<file path="config.mk">
export PLATFORM = sky130hd
export DESIGN_NAME = lcdcg_cmd_core
export DESIGN_NICKNAME = d
export VERILOG_FILES = /design/src/core/lcdcg_pkg.sv /design/src/core/lcdcg_glyph_addr.sv /design/src/core/lcdcg_cmd_core.sv
export VERILOG_INCLUDE_DIRS = /design/src /design/src/core
export SDC_FILE = /design/constraint.sdc
export NUM_CORES = 1
export LEC_CHECK = 0
export ABC_AREA = 1
export BUFFER_PORTS_ARGS = -buffer_cell sky130_fd_sc_hd__buf_2
export CAP_MARGIN = 20
export CELL_PAD_IN_SITES_DETAIL_PLACEMENT = 0
export CELL_PAD_IN_SITES_GLOBAL_PLACEMENT = 1
export CORE_MARGIN = 10
export CORE_UTILIZATION = 40
export CTS_BUF_LIST = sky130_fd_sc_hd__clkbuf_8
export CTS_CLUSTER_DIAMETER = 40
export DETAILED_ROUTE_END_ITERATION = 8
export PLACE_DENSITY_LB_ADDON = 0.05
export SLEW_MARGIN = 20
export SYNTH_ARGS = -nofsm -noshare
export SYNTH_HDL_FRONTEND = slang
export SYNTH_SLANG_ARGS = --single-unit
</file>
<file path="constraint.sdc">
create_clock -name clock -period 4.1 [get_ports clock]
set_input_delay 0.41 -clock clock [delete_from_list [all_inputs] [get_ports clock]]
set_output_delay 0.41 -clock clock [all_outputs]
set_load 0.01 [all_outputs]
</file>
<file path="src/core/lcdcg_cfg.svh">
`ifndef LCDCG_CFG_SVH
`define LCDCG_CFG_SVH
`define LCDCG_CMD_OFFSET 8'h22
`define LCDCG_CMD_ADDR 8'h24
`define LCDCG_CMD_CTRL_MASK 8'hFC
`define LCDCG_CMD_CTRL 8'h40
`define LCDCG_CMD_WR_INC 8'hC0
`define LCDCG_CMD_WR_DEC 8'hC2
`define LCDCG_CMD_WR_KEEP 8'hC4
`define LCDCG_CMD_AUTO_WR 8'hB0
`define LCDCG_CMD_AUTO_END 8'hB2
`define LCDCG_CMD_MODE_MASK 8'hF0
`define LCDCG_CMD_MODE 8'h80
`define LCDCG_CMD_DISP 8'h90
`define LCDCG_ROM_HALF 16'h0400
`define LCDCG_USER_FIRST 8'h80
`define LCDCG_OFFSET_RESET 5'h00
`define LCDCG_ROW_BYTES_RESET 8'h1E
`define LCDCG_FONT_RESET 4'h8
`endif

</file>
<file path="src/core/lcdcg_pkg.sv">
package lcdcg_pkg;
	typedef enum {LCDCG_IDLE, LCDCG_WAIT_LO, LCDCG_WAIT_HI, LCDCG_EXEC} lcdcg_state_e;
	typedef logic [15:0] lcdcg_addr_t;
endpackage

</file>
<file path="src/core/lcdcg_glyph_addr.sv">
`include "lcdcg_cfg.svh"
// Glyph lookup: picks the glyph source and forms the pattern byte address
module lcdcg_glyph_addr (
	input wire logic [4:0] offsetSel,
	input wire logic [7:0] charCode,
	input wire logic [2:0] lineScan,
	input wire logic romMode,
	output logic useRam,
	output lcdcg_pkg::lcdcg_addr_t glyphAddr
);
	assign glyphAddr = {offsetSel, charCode, lineScan};
	assign useRam = !romMode || (charCode >= `LCDCG_USER_FIRST);
endmodule

</file>
<file path="src/core/lcdcg_cmd_core.sv">
`include "lcdcg_cfg.svh"
// What this block does
// - Write-data with increment stores the byte then advances the pointer by one.
// - Glyph area is a 2 kbyte block chosen by five offset bits.
// - Offset value 11100 places glyph area at E000h through E7FFh.
// - With internal ROM glyphs, code 80h starts at block base plus 400h.
// - Text code 80h or above renders from user glyph memory.
// - Control words set bytes per row, fixing next-row start address.
// - Font width governs bit-to-pixel mapping for text and graphics.
// - Glyph row address is offset, code, then line scan.
// - ROM mode: codes below 80h are ROM; RAM-only mode: all RAM.
// - Command 24h takes low then high pointer byte.
// - Command 22h takes two data bytes, the second always 00h.
module lcdcg_cmd_core #(
	parameter int ADDR_W = 16
) (
	input wire logic clock,
	input wire logic reset_n,
	input wire logic hostWrite,
	input wire logic hostIsCmd,
	input wire logic [7:0] hostData,
	output logic ready,
	output logic memWrite,
	output logic [ADDR_W-1:0] memAddr,
	output logic [7:0] memData,
	output logic [4:0] offsetSel,
	output logic romMode,
	output logic textOn,
	output logic graphicsOn,
	output logic [7:0] rowBytes,
	output logic [3:0] fontWidth,
	output logic [15:0] textHome,
	output logic [15:0] graphicHome,
	output logic [15:0] rowStart,
	input wire logic [7:0] scanCode,
	input wire logic [2:0] scanLine,
	input wire logic [7:0] scanRow,
	output logic glyphFromRam,
	output logic [15:0] glyphAddr,
	output logic [2:0] pixelShift,
	output logic protoError
);
	// ----------------------------------------
	// Host byte interpreter
	// ----------------------------------------
	lcdcg_pkg::lcdcg_state_e state;
	logic [15:0] pointer;
	logic [7:0] arg0;
	logic [7:0] arg1;
	logic gotArg0;
	logic gotArg1;
	logic autoWrite;
	logic takeCmd;
	logic takeData;

	assign takeCmd = hostWrite && hostIsCmd && ready;
	assign takeData = hostWrite && !hostIsCmd && ready;
	// Busy for one cycle after every accepted byte so the host sees each one land
	assign ready = (state != lcdcg_pkg::LCDCG_EXEC);

	always_ff @(posedge clock or negedge reset_n) begin
		if (!reset_n) begin
			state <= lcdcg_pkg::LCDCG_IDLE;
		end else if (state == lcdcg_pkg::LCDCG_EXEC) begin
			state <= lcdcg_pkg::LCDCG_IDLE;
		end else if (takeCmd || takeData) begin
			state <= lcdcg_pkg::LCDCG_EXEC;
		end
	end

	always_ff @(posedge clock or negedge reset_n) begin
		if (!reset_n) begin
			arg0 <= 8'h00;
			arg1 <= 8'h00;
			gotArg0 <= 1'b0;
			gotArg1 <= 1'b0;
		end else if (takeCmd) begin
			gotArg0 <= 1'b0;
			gotArg1 <= 1'b0;
		end else if (takeData && !autoWrite) begin
			if (!gotArg0) begin
				arg0 <= hostData;
				gotArg0 <= 1'b1;
			end else begin
				arg1 <= hostData;
				gotArg1 <= 1'b1;
			end
		end
	end

	// ----------------------------------------
	// Command execution
	// ----------------------------------------
	always_ff @(posedge clock or negedge reset_n) begin
		if (!reset_n) begin
			pointer <= 16'h0000;
			autoWrite <= 1'b0;
			offsetSel <= `LCDCG_OFFSET_RESET;
			romMode <= 1'b1;
			textOn <= 1'b0;
			graphicsOn <= 1'b0;
			rowBytes <= `LCDCG_ROW_BYTES_RESET;
			textHome <= 16'h0000;
			graphicHome <= 16'h0000;
			fontWidth <= `LCDCG_FONT_RESET;
			memWrite <= 1'b0;
			memAddr <= '0;
			memData <= 8'h00;
			protoError <= 1'b0;
		end else begin
			memWrite <= 1'b0;
			protoError <= 1'b0;
			if (takeData && autoWrite) begin
				memWrite <= 1'b1;
				memAddr <= pointer[ADDR_W-1:0];
				memData <= hostData;
				pointer <= pointer + 16'h0001;
			end else if (takeCmd) begin
				if (hostData == `LCDCG_CMD_AUTO_END) begin
					autoWrite <= 1'b0;
				end else if (hostData == `LCDCG_CMD_AUTO_WR) begin
					autoWrite <= 1'b1;
				end else if ((hostData & `LCDCG_CMD_MODE_MASK) == `LCDCG_CMD_MODE) begin
					romMode <= !hostData[3];
				end else if ((hostData & `LCDCG_CMD_MODE_MASK) == `LCDCG_CMD_DISP) begin
					textOn <= hostData[2];
					graphicsOn <= hostData[3];
				end else if (hostData == `LCDCG_CMD_WR_INC || hostData == `LCDCG_CMD_WR_DEC
					|| hostData == `LCDCG_CMD_WR_KEEP) begin
					// Single write takes its byte from the first data byte latched before the command
					memWrite <= 1'b1;
					memAddr <= pointer[ADDR_W-1:0];
					memData <= arg0;
					if (hostData == `LCDCG_CMD_WR_INC) begin
						pointer <= pointer + 16'h0001;
					end else if (hostData == `LCDCG_CMD_WR_DEC) begin
						pointer <= pointer - 16'h0001;
					end
				end else if (hostData == `LCDCG_CMD_ADDR) begin
					if (gotArg0 && gotArg1) begin
						pointer <= {arg1, arg0};
					end else begin
						protoError <= 1'b1;
					end
				end else if (hostData == `LCDCG_CMD_OFFSET) begin
					// A nonzero second byte is flagged but the offset still applies
					if (gotArg0 && gotArg1) begin
						offsetSel <= arg0[4:0];
					end
					protoError <= !(gotArg0 && gotArg1) || (arg1 != 8'h00);
				end else if ((hostData & `LCDCG_CMD_CTRL_MASK) == `LCDCG_CMD_CTRL) begin
					case (hostData[1:0])
						2'b00: textHome <= {arg1, arg0};
						2'b01: rowBytes <= arg0;
						2'b10: graphicHome <= {arg1, arg0};
						2'b11: rowBytes <= arg0;
						default: rowBytes <= rowBytes;
					endcase
				end else if (hostData[7:4] == 4'hF) begin
					fontWidth <= hostData[3:0];
				end
			end
		end
	end

	// ----------------------------------------
	// Display scan addressing
	// ----------------------------------------
	logic [15:0] rowOffset;
	assign rowOffset = 16'(rowBytes * scanRow);
	always_ff @(posedge clock or negedge reset_n) begin
		if (!reset_n) begin
			rowStart <= 16'h0000;
			pixelShift <= 3'h0;
		end else begin
			rowStart <= (textOn ? textHome : graphicHome) + rowOffset;
			pixelShift <= 3'(4'h8 - fontWidth);
		end
	end

	logic rawUseRam;
	logic [15:0] rawGlyphAddr;
	lcdcg_glyph_addr glyphLookup (
		.offsetSel(offsetSel),
		.charCode(scanCode),
		.lineScan(scanLine),
		.romMode(romMode),
		.useRam(rawUseRam),
		.glyphAddr(rawGlyphAddr)
	);
	always_ff @(posedge clock or negedge reset_n) begin
		if (!reset_n) begin
			glyphFromRam <= 1'b0;
			glyphAddr <= 16'h0000;
		end else begin
			glyphFromRam <= textOn && rawUseRam;
			glyphAddr <= rawGlyphAddr;
		end
	end

	// ----------------------------------------
	// Checks
	// ----------------------------------------
	chk_busy_after_byte: assert property (@(posedge clock) disable iff (!reset_n)
		(takeCmd || takeData) |=> !ready) else $error("ready not dropped after byte");
	chk_inc_pointer: assert property (@(posedge clock) disable iff (!reset_n)
		(takeCmd && hostData == 8'hC0) |=> (memWrite && pointer == $past(pointer) + 16'h0001))
		else $error("write-increment did not advance");
	chk_offset_load: assert property (@(posedge clock) disable iff (!reset_n)
		(takeCmd && hostData == 8'h22 && gotArg0 && gotArg1) |=> offsetSel == $past(arg0[4:0]))
		else $error("offset not loaded");
	chk_offset_second: assert property (@(posedge clock) disable iff (!reset_n)
		(takeCmd && hostData == 8'h22 && gotArg0 && gotArg1 && arg1 != 8'h00) |=> protoError)
		else $error("bad second offset byte not flagged");
	chk_pointer_load: assert property (@(posedge clock) disable iff (!reset_n)
		(takeCmd && hostData == 8'h24 && gotArg0 && gotArg1) |=> pointer == {$past(arg1), $past(arg0)})
		else $error("pointer byte order wrong");
	chk_glyph_base: assert property (@(posedge clock) disable iff (!reset_n)
		(offsetSel == 5'h1C && scanCode == 8'h80 && scanLine == 3'h0) |=> glyphAddr == 16'hE400)
		else $error("glyph base wrong");
	chk_rom_split: assert property (@(posedge clock) disable iff (!reset_n)
		(textOn && romMode && scanCode < 8'h80) |=> !glyphFromRam) else $error("ROM code taken from RAM");
	chk_user_glyph: assert property (@(posedge clock) disable iff (!reset_n)
		(textOn && scanCode >= 8'h80) |=> glyphFromRam) else $error("user code not from RAM");
	chk_row_start: assert property (@(posedge clock) disable iff (!reset_n)
		(!textOn && $stable(rowBytes) && $stable(scanRow) && $stable(graphicHome))
		|=> rowStart == 16'($past(graphicHome) + 16'($past(rowBytes) * $past(scanRow))))
		else $error("row start wrong");
	cov_auto_write: cover property (@(posedge clock) disable iff (!reset_n) autoWrite && memWrite);
	cov_offset_set: cover property (@(posedge clock) disable iff (!reset_n) offsetSel == 5'h1C);
	cov_user_glyph: cover property (@(posedge clock) disable iff (!reset_n) glyphFromRam);
endmodule

</file>
# After elaboration in Yosys (flattened, before gate mapping)
# Cells that the tools add are included.
# word_totals
out_inout_bits	115
inputBits	31
rom_bits	0
mem_bits_rw	0
latch_bits	0
word_cells	155
ff_bits	181
memories	0
# classes
n_shift	0
multipliers	1
n_bitwise	11
n_addsub	4
magnitude_cmp	1
div_mod_pow	0
n_eq_ne	21
reduce_logical	42
muxes	52
# ops
op	count
two-way mux 16 bit	19
two-way mux 32 bit	2
two-way mux 8 bit	7
AND reduction 11 bit	4
equality test 8 bit, second input constant	5
equality test 32 x 3 -> 1 bit, second input constant	1
inequality test 32 x 3 -> 1 bit, second input constant	1
two-way mux 1 bit	24
adder 16 x 1 -> 16 bit, second input constant	1
adder 16 bit	1
equality test 8 x 6 -> 1 bit, second input constant	2
multiplier 8 x 8 -> 16 bit	1
subtractor 16 x 1 -> 16 bit, second input constant	1
equality test 4 bit, second input constant	3
AND reduction 6 bit	2
nonzero test 2 bit	6
inverter 1 bit	11
AND reduction 10 bit	1
AND reduction 3 bit	3
greater-or-equal comparator 8 bit, second input constant	1
logical AND 1 bit	8
inequality test 2 bit, second input constant	4
AND reduction 8 bit	1
nonzero test 8 bit	1
12 further kinds	22

# Depth between registers and ports, before layout
# Gate-level depths: netlist of run 1.
# depth
depth_word	12
mapped_depth	21
ltp_nobuf	20

# Modules after synthesis
# A second synthesis of run 1 with hierarchy kept.
# hier_totals
cells_unflattened	1156
hier_area_um2	9482.8
# by_module_without_submodules
module	area_per_inst_um2	instances	cells_each
lcdcg_cmd_core	9355.2	1	1138
lcdcg_glyph_addr	127.6	1	18

# Worst setup path after synthesis of run 1
# Ideal clock, no wire load.
# synth_path
path_type	reg2reg
startpoint	register rowBytes[5]
endpoint	register rowStart[13]
slack_ns	-0.066
t_arrival_ns	4.087
stages_incl_launch_ff	16
path_buffers	1
period_less_slack_ns	4.166
cell_sequence	dfrtp_1 > clkbuf_1 > nand2_1 > fa_1 > inv_1 > fa_1 > inv_1 > fa_1 > fa_1 > inv_1 > ha_1 > nand2_1 > o21ai_0 > a21oi_1 > o21ai_0 > xor2_1
# synth_via
elab_chain_cells	2
# synth_lines
element	line	rtl
from (decl)	lcdcg_cmd_core.sv:30	output logic [7:0] rowBytes,
from (signal assigned)	lcdcg_cmd_core.sv:102	rowBytes <= `LCDCG_ROW_BYTES_RESET;
from (signal assigned)	lcdcg_cmd_core.sv:154	2'b01: rowBytes <= arg0;
from (signal assigned)	lcdcg_cmd_core.sv:156	2'b11: rowBytes <= arg0;
multiplier 8 x 8 -> 16 bit	lcdcg_cmd_core.sv:170	assign rowOffset = 16'(rowBytes * scanRow);
adder 16 bit	lcdcg_cmd_core.sv:176	rowStart <= (textOn ? textHome : graphicHome) + rowOffset;
to (signal assigned)	lcdcg_cmd_core.sv:176	
to (decl)	lcdcg_cmd_core.sv:34	output logic [15:0] rowStart,
# No other way between the ends.
# A chain may end at the register's enable or synchronous reset.

# Worst setup path in the final report of run 1
# layout_path
startpoint	register textOn
endpoint	register rowStart[15]
# layout_via
elab_chain_cells	2
# layout_lines
element	line	rtl
from (decl)	lcdcg_cmd_core.sv:28	output logic textOn,
from (signal assigned)	lcdcg_cmd_core.sv:126	textOn <= hostData[2];
two-way mux 16 bit	lcdcg_cmd_core.sv:176	
adder 16 bit	lcdcg_cmd_core.sv:176	
# No other way between the ends.

==> flow_summary.toml, run 1 <==
[timing]
setup_tns_ps = 0
rsz0062_at_grt = "yes"
slew_headroom = 0.321
setup_viol = 0
min_period_over_period = 0.960
drv_slew = 0
clock.fmax_mhz = 254
setup_ws_ps = 166
tightest_slew_ps = 1020
clock_skew_ps = 21.8
finalCriticalPeriod_ps = 3930
hold_viol = 0

[global_routing]
grt_pass1_wl_um = 43700
grt_pass1_vias = 7842
grt_max_degree = 106
grt-ovfl-total = 0
antenna_found_initial = 0
grt.total_usage = 0.181

[clocking]
cts-root-buf = "clkbuf_8"
tritoncts = "built"
cts_buffers = 17
h-tree-depth = 4
worst_skew_pair.late_latency_ps = 460
cts_buffer_depth = 2
path_clk_slew_ps = 100
cts.sinks = 150

[setup_path]
arrival_ps = 4270
rrSetupSlack_ps = 170
criticalPathCategory = "reg -> reg"
crit_family = "adder cells"
crit_fanout = 4
worstReg2RegEnd = "rowStart[15]$_DFF_PN0_"
critPathLaunchType = "flop"
rr_worst_depth = 16
cp_cell_sequence = "buf_4 > mux2i_2 > fa_1 > inv_1 > fa_1 > inv_1 > fa_1 > fa_1 > inv_1 > ha_4 > a21oi_2 > o21ai_2 > buf_4 > nand3_1 > nand3_1 > xnor2_1"
crit_slowest_cell = "fa_1"
max_stage_delay_ps = 540
required_ps = 4440
cp_num_buf_inv = 5
cp_common_cell = "fa_1"
end_kind = "flop"
regToRegStartpoint = "textOn$_DFFE_PN0P_"

[logic_synthesis]
synth-edff-count = 0
ys.flop_type = "dfrtp_1"
synth_most_common_cell = "nand2_1"
synth_area_leaders = "dfrtp_1 39%, nand2_1 12%, fa_1 11%, inv_1 7.3%, ha_1 5.1%"
synthTopCellsByCount = "310 x nand2_1, 181 x inv_1, 144 x dfrtp_1"
syn_inst = 1149
synth-seq-cells = 150
ys_async_sr_fraction = 1.00
syn_nets = 1268
yosysTopAreaCellShare = 0.385
synth_seq_area_share = 0.402
ys_warn_count = 0
synth.distinct_cells = 43
yosys.area.top_type = "dfrtp_1"
syn_area_sq_um = 9350
syn_area_per_cell_sq_um = 8.14

[floorplanning]
die_area_sq_um = 29900
fp.dieW_um = 173
initial_utilization = 0.409
rows = 55
fp.dieH_um = 173
core-area_sq_um = 22800
boundaryPins = 146

[detailed_routing]
drtAntennaViolNets = 0
drc = 0
drtIter0Drc = 502
viasPerCell = 4.74
routedWlPerCell_um = 16.5
via_count = 7744
drt_wl_total_um = 27000
drt_pass1_iterations = 5

[final_layout]
multiInputGateArea_sq_um = 4780
final_nets = 1428
area_growth_pct = 19.0
design_area_sq_um = 11100
finish.utilization = 0.487
layout-drive-gt1-share = 0.223
final-seq-area_sq_um = 3760
diodes = 0
fillers = 2375
final_cells = 1635

[power_and_ir_drop]
p_comb_frac = 0.242
power.density_nw_per_um2 = 360
leakage_nw = 6.23
power_switching_share = 0.350
p_int_mw = 2.61
ir_drop_mv = 0.176
p_clk_frac = 0.316
p_sw_mw = 1.40
p_seq_frac = 0.442

[placement]
finalWeightedCongestion = 0.856
place_area_sq_um = 10500
pre_cts_ws_ps = -30.8
numPortBuffers = 145
dp.cells = 1595
post-dp-hpwl_um = 20800

[worst_hold_path]
min_path_type = "in -> async"

[outcome]
outcome = "finished clean"

[job]
cap_violations = 0
-- kinds of logic (layout without fill, tap and decap cells) --
kind of cell | Yosys count | in the layout | synth area share
DFF | 150 | 150 | 0.402
muxes | 9 | 9 | 0.00964
xor gates and xnor gates | 22 | 22 | 0.0206
AOI/OAI and AO/OA | 147 | 147 | 0.0843
adders and majority gates | 88 | 88 | 0.158
and+or+nand+nor | 500 | 500 | 0.224
buffers and inverters | 233 | 406 | 0.101
-- cell usage in the layout (no fill, tap or decap), types with 11 or more instances in the layout --
cell type	n
a21oi_1	34
xor2_1	13
nand2_1	306
a21oi_2	11
buf_4	35
buf_2	144
o21ai_0	83
ha_1	32
inv_2	11
fa_1	49
clkbuf_8	18
dfrtp_1	142
nand3_1	52
inv_1	177
nor2_1	97
-- layout make-up --
class                   instances  area share
inverters                     191      0.0652
repair buffers                183      0.0932
clock inverters                14      0.0165
flip-flops and latches        150       0.338
clock buffers                  18      0.0223
well taps                     313      0.0352
multi-input cells             766       0.429
-- metal layers --
metal / GRT usage / part of all wire / up-vias
li1: - / - / 3860
met1: 0.230 / 0.44 / 3713
met2: 0.317 / 0.51 / 156
met3: 0.0322 / 0.038 / 15
met4: 0.0359 / 0.0073 / 0
met5: 0 / 0 / -
-- registers in the layout (all words and copies together), names as in the netlist, 8 cells and up --
name,cells
memAddr,16
textHome,16
arg1,8
memData,8
pointer,16
graphicHome,16
rowStart,16
glyphAddr,16
arg0,8
rowBytes,8
-- what timing repair did --
| action | CTS | global route |
|---|---|---|
| buffers inserted | 0 | 8 |
| endpoints found under the setup margin | 0 | 7 |
| gates resized for setup | 0 | 35 |
| hold buffers | 0 | 0 |
-- metrics by stage --
stage / hold WS [ps] / power (mW)
3_3_place_gp: 387 / 2.73
2_1_floorplan: 114 / 2.33
3_5_place_dp: 389 / 2.74
5_1_grt: 10.6 / 4.27
6_report: 41.8 / 4.01
4_1_cts: 17.7 / 4.02
-- how the worst max path moves through the flow --
stage	from	end	slack [ps]	cells after the start
after global routing	rowBytes[3]$_DFFE_PN1P_	rowStart[14]$_DFF_PN0_	-10	15
after floorplan	textOn$_DFFE_PN0P_	rowStart[13]$_DFF_PN0_	-10	16
after CTS	rowBytes[4]$_DFFE_PN1P_	rowStart[12]$_DFF_PN0_	10	15
after global placement	scanRow[3]	rowStart[12]$_DFF_PN0_	10	16
after detailed placement	scanRow[3]	rowStart[12]$_DFF_PN0_	-30	16
final	textOn$_DFFE_PN0P_	rowStart[15]$_DFF_PN0_	170	16
-- power groups by stage --
| stage | sequential, mW | clock, mW | combinational (mW) |
|---|---|---|---|
| 6_report | 1.77 | 1.27 | 0.971 |
| 3_3_place_gp | 1.80 | 0 | 0.932 |
| 2_1_floorplan | 1.81 | 0 | 0.524 |
| 3_5_place_dp | 1.80 | 0 | 0.941 |
| 5_1_grt | 1.79 | 1.36 | 1.11 |
| 4_1_cts | 1.77 | 1.30 | 0.946 |
Power figures use the tool's default switching activity.
==> run 2, diff against run 1 <==
--- a/config.mk
+++ b/config.mk
@@ -6,13 +6,12 @@
 export SDC_FILE = /design/constraint.sdc
 export NUM_CORES = 1
 export LEC_CHECK = 0
-export ABC_AREA = 1
 export BUFFER_PORTS_ARGS = -buffer_cell sky130_fd_sc_hd__buf_2
 export CAP_MARGIN = 20
 export CELL_PAD_IN_SITES_DETAIL_PLACEMENT = 0
 export CELL_PAD_IN_SITES_GLOBAL_PLACEMENT = 1
 export CORE_MARGIN = 10
-export CORE_UTILIZATION = 40
+export CORE_UTILIZATION = 42
 export CTS_BUF_LIST = sky130_fd_sc_hd__clkbuf_8
 export CTS_CLUSTER_DIAMETER = 40
 export DETAILED_ROUTE_END_ITERATION = 8
==> flow_summary.toml, run 2 <==
[outcome]
outcome = "finished with violations"
violations = "setup timing"

[logic_synthesis]
ys_warn_count = 0
ys_async_sr_fraction = 1.00
syn_nets = 952
syn_area_sq_um = 9130
synthTopCellsByCount = "144 x dfrtp_1, 96 x inv_1, 84 x mux2_2"
synth_seq_area_share = 0.412
synth_most_common_cell = "dfrtp_1"
synth_area_leaders = "dfrtp_1 39%, fa_1 11%, mux2_2 10%, ha_1 5.2%, inv_1 3.9%"
syn_inst = 833
synth-edff-count = 0
yosysTopAreaCellShare = 0.395
yosys.area.top_type = "dfrtp_1"
syn_area_per_cell_sq_um = 11.0
synth.distinct_cells = 74
ys.flop_type = "dfrtp_1"
synth-seq-cells = 150

[floorplanning]
die_area_sq_um = 28000
boundaryPins = 146
fp.dieW_um = 167
core-area_sq_um = 21200
fp.dieH_um = 167
initial_utilization = 0.430
rows = 53

[detailed_routing]
drc = 0
routedWlPerCell_um = 19.9
viasPerCell = 5.31
drtAntennaViolNets = 0
via_count = 6910
drt_pass1_iterations = 5
drtIter0Drc = 364
drt_wl_total_um = 25900

[clocking]
tritoncts = "built"
cts_buffer_depth = 2
h-tree-depth = 4
cts.sinks = 150
cts-root-buf = "clkbuf_8"
cts_buffers = 17
worst_skew_pair.late_latency_ps = 460
path_clk_slew_ps = 100
postCtsHoldBufs = 0

[timing]
clock.fmax_mhz = 240
clock_skew_ps = 18.4
slew_headroom = 0.382
setup_tns_ps = -123
drv_slew = 0
finalCriticalPeriod_ps = 4170
min_period_over_period = 1.02
setup_viol = 2
tightest_slew_ps = 925
setup_ws_ps = -71.6
rsz0062_at_grt = "yes"
hold_viol = 0

[final_layout]
area_growth_pct = 20.5
final_cells = 1301
design_area_sq_um = 11000
final_nets = 1132
mostFrequentLayoutCells = "144 x dfrtp_1, 144 x buf_2, 94 x inv_1"
layout-drive-gt1-share = 0.346
diodes = 0

[setup_path]
rr_worst_depth = 16
crit_slowest_cell = "dfstp_2"
rrSetupSlack_ps = -70
cp_num_buf_inv = 4
end_kind = "flop"
worstReg2RegEnd = "rowStart[14]$_DFF_PN0_"
required_ps = 4450
regToRegStartpoint = "rowBytes[4]$_DFFE_PN1P_"
criticalPathCategory = "reg -> reg"
cp_common_cell = "fa_1"
arrival_ps = 4520
critPathLaunchType = "flop"
crit_fanout = 4
cp_cell_sequence = "nand2_2 > fa_1 > fa_1 > inv_2 > fa_1 > inv_1 > fa_1 > inv_2 > ha_4 > nand3_2 > o211ai_1 > buf_4 > o41ai_4 > o31ai_1 > a21oi_1 > xnor2_1"
max_stage_delay_ps = 570
crit_family = "adder cells"

[worst_hold_path]
min_path_type = "in -> async"

[global_routing]
grt-ovfl-total = 0
grt_max_degree = 96
antenna_found_initial = 0
grt_pass1_vias = 7380
grt_pass1_wl_um = 41000
grt.total_usage = 0.183

[power_and_ir_drop]
leakage_nw = 5.65
power_switching_share = 0.337
p_seq_frac = 0.479
total_power_mw = 3.94
p_clk_frac = 0.320
ir_drop_mv = 0.194
p_int_mw = 2.61
p_comb_frac = 0.201
power.density_nw_per_um2 = 358
p_sw_mw = 1.33

[placement]
numPortBuffers = 145
place_area_sq_um = 10500
finalWeightedCongestion = 0.888
post-dp-hpwl_um = 19800
pre_cts_ws_ps = -211
dp.cells = 1266

[job]
cap_violations = 0
[run 2: cell count changes in the layout (fill, tap and decap cells not counted), moves of 9 or more]
cell	before	now
and2_1	1	40
o21ai_0	83	30
buf_4	35	50
nand3_1	52	18
nor3_1	3	14
mux2i_1	6	18
inv_1	177	94
a21oi_2	11	2
nor2_1	97	30
nand2_1	306	62
mux2_2	0	84
[run 2: metal layers]
layer | routed length (um) | GRT usage | vias to the layer above | share of wire
met2 | 13500 | 0.325 | 191 | 0.52
met4 | 439 | 0.0526 | 0 | 0.017
met1 | 10900 | 0.219 | 3485 | 0.42
met3 | 1070 | 0.0360 | 29 | 0.041
met5 | 0 | 0 | - | 0
li1 | - | - | 3205 | -
[run 2: repair_timing]
action / 4_1_cts / 5_1_grt
endpoints found under the setup margin: 6 / 6
resized for setup: 8 / 10
setup buffers: 2 / 1
pin swaps: 5 / 3
endpoints found under the hold margin: 0 / 0
[run 2: stage by stage]
stage	hold WS (ps)	utilization
after floorplan	114	-
final	27.5	0.518
after global routing	5.12	0.518
after CTS	14.7	0.516
after detailed placement	387	0.493
after global placement	377	0.493
[run 2: kinds of logic after synthesis]
logic type | synth area share
DFF | 0.412
adders and majority gates | 0.162
xor gates and xnor gates | 0.0221
buffers and inverters | 0.0602
muxes | 0.126
and+or+nand+nor | 0.134
AOI/OAI and AO/OA | 0.0843
[run 2: worst max-delay path by stage]
stage	end	slack, ps	start	depth (start not counted)
6_report	rowStart[14]$_DFF_PN0_	-70	rowBytes[4]$_DFFE_PN1P_	16
3_5_place_dp	rowStart[12]$_DFF_PN0_	-210	scanRow[2]	16
2_1_floorplan	rowStart[14]$_DFF_PN0_	-110	textOn$_DFFE_PN0P_	17
4_1_cts	rowStart[14]$_DFF_PN0_	-80	rowBytes[4]$_DFFE_PN1P_	16
3_3_place_gp	rowStart[14]$_DFF_PN0_	-120	scanRow[2]	16
5_1_grt	rowStart[12]$_DFF_PN0_	-210	textOn$_DFFE_PN0P_	17
[run 2: cell type report]
cell class | count | area [sq um]
clock buffers | 17 | 234
clock inverters | 15 | 194
fillers | 1961 | 10200
inverters | 96 | 360
multi-input cells | 550 | 4960
flip-flops and latches | 150 | 3760
well taps | 275 | 344
repair buffers | 198 | 1150
[run 2: power groups by stage]
stage          Combinational (mW)  Sequential, mW  Clock, mW
3_3_place_gp                0.763            1.91          0
5_1_grt                     0.878            1.91       1.37
2_1_floorplan               0.504            1.80          0
6_report                    0.791            1.89       1.26
3_5_place_dp                0.779            1.92          0
4_1_cts                     0.790            1.89       1.30
==> run 3, diff against run 2 <==
--- a/config.mk
+++ b/config.mk
@@ -13,9 +13,9 @@
 export CORE_MARGIN = 10
 export CORE_UTILIZATION = 42
 export CTS_BUF_LIST = sky130_fd_sc_hd__clkbuf_8
-export CTS_CLUSTER_DIAMETER = 40
 export DETAILED_ROUTE_END_ITERATION = 8
 export PLACE_DENSITY_LB_ADDON = 0.05
+export SETUP_SLACK_MARGIN = 0.2
 export SLEW_MARGIN = 20
 export SYNTH_ARGS = -nofsm -noshare
 export SYNTH_HDL_FRONTEND = slang
==> flow_summary.toml, run 3 (synthesis gave the netlist of run 2 again) <==
[placement]
numPortBuffers = 145
pre_cts_ws_ps = -253
dp.cells = 1270
post-dp-hpwl_um = 19400
finalWeightedCongestion = 0.868

[timing]
clock.fmax_mhz = 234
finalCriticalPeriod_ps = 4280
slew_headroom = 0.242
tightest_slew_ps = 1140
rsz0062_at_grt = "yes"
hold_viol = 23
drv_slew = 0
hold-worst-slack_ps = -27.8
setup_ws_ps = -182
setup_viol = 6
setup_tns_ps = -437
clock_skew_ps = 15.0
min_period_over_period = 1.04

[setup_path]
critPathLaunchType = "flop"
end_kind = "flop"
arrival_ps = 4630
rrSetupSlack_ps = -180
required_ps = 4450
crit_fanout = 4
criticalPathCategory = "reg -> reg"

[global_routing]
grt-ovfl-total = 0
grt_pass1_vias = 7543
grt_pass1_wl_um = 41500
antenna_found_initial = 1
grt.total_usage = 0.184
grt_max_degree = 83

[clocking]
tritoncts = "built"
worst_skew_pair.late_latency_ps = 460
path_clk_slew_ps = 100
cts_buffers = 17
cts.sinks = 150
h-tree-depth = 4
cts-root-buf = "clkbuf_8"
cts_buffer_depth = 2

[final_layout]
finish.utilization = 0.528
final_cells = 1317
mostFrequentLayoutCells = "144 x buf_2, 143 x dfrtp_1, 94 x inv_1"
area_growth_pct = 22.7
final_common_cell = "buf_2"
fillers = 1943
layout-drive-gt1-share = 0.365
final_nets = 1147

[detailed_routing]
routedWlPerCell_um = 19.5
via_count = 6922
drt_pass1_iterations = 5
drtAntennaViolNets = 0
viasPerCell = 5.26
drc = 0
drt_wl_total_um = 25600
drtIter0Drc = 481

[outcome]
violations = "hold timing, setup timing"
outcome = "finished with violations"

[floorplanning]
fp.dieH_um = 167
die_area_sq_um = 28000
core-area_sq_um = 21200
rows = 53
fp.dieW_um = 167
boundaryPins = 146
initial_utilization = 0.430

[power_and_ir_drop]
power.density_nw_per_um2 = 352
total_power_mw = 3.94
leakage_nw = 5.74
ir_drop_mv = 0.214

[job]
cap_violations = 0

[worst_hold_path]
min_path_type = "in -> async"
==> run 3: path summary, 6_finish.rpt <==
check / start / cells after the start / end
setup reg to reg: textOn$_DFFE_PN0P_ / 20 / rowStart[8]$_DFF_PN0_
max in group asynchronous: reset_n / 2 / rowBytes[1]$_DFFE_PN1P_
setup / recovery: textOn$_DFFE_PN0P_ / 20 / rowStart[8]$_DFF_PN0_
hold / removal: reset_n / 1 / glyphAddr[3]$_DFF_PN0_
hold reg to reg: offsetSel[2]$_DFFE_PN0P_ / 0 / glyphAddr[13]$_DFF_PN0_
min in group clock: scanCode[2] / 1 / glyphAddr[5]$_DFF_PN0_
==> run 3: metal layers <==
layer,up-vias,GRT usage,share of wire
li1,3231,-,-
met1,3450,0.215,0.42
met2,193,0.322,0.51
met3,48,0.0398,0.044
met4,0,0.0685,0.024
met5,-,0,0
==> run 3: timing repair <==
action / in CTS / in global routing
hold buffers: 0 / 0
hold endpoints to repair: 0 / 0
pin swaps: 26 / 17
setup buffers: 11 / 3
cloned: 0 / 0
resized for setup: 26 / 9
setup endpoints to repair: 6 / 9
==> run 3: area by class of cell <==
type	count	area (sq um)	area share
well taps	275	344	0.0307
inverters	96	360	0.0322
diodes	1	2.50	0.000223
clock inverters	15	193	0.0172
clock buffers	17	234	0.0209
multi-input cells	550	5020	0.448
flip-flops and latches	150	3760	0.336
repair buffers	213	1290	0.115
==> run 3: report_power, final <==
| part | leakage [nW] | switching (mW) | total, mW | internal [mW] |
|---|---|---|---|---|
| Sequential | 1.97 | 0.253 | 1.88 | 1.63 |
| Clock | 0.213 | 0.638 | 1.26 | 0.619 |
| Combinational | 3.55 | 0.431 | 0.801 | 0.369 |
==> run 3: stage by stage <==
stage | instance area (sq um) | hold WS (ps)
4_1_cts | 11100 | 8.43
2_1_floorplan | 9230 | 114
6_report | 11200 | -27.8
3_5_place_dp | 10500 | 379
3_3_place_gp | 10500 | 379
5_1_grt | 11200 | 7.39
==> run 3: worst max-delay path: stages, from the launching register on <==
cell	delay, ps
dfrtp_1	400
buf_6	140
mux2i_4	190
fa_1	480
inv_1	50
fa_1	460
fa_1	540
inv_1	50
fa_1	490
inv_2	50
ha_4	280
nand3_2	50
o211ai_1	290
buf_4	180
buf_6	80
buf_6	80
buf_6	80
buf_6	80
buf_6	80
nor2_4	30
xnor2_1	110
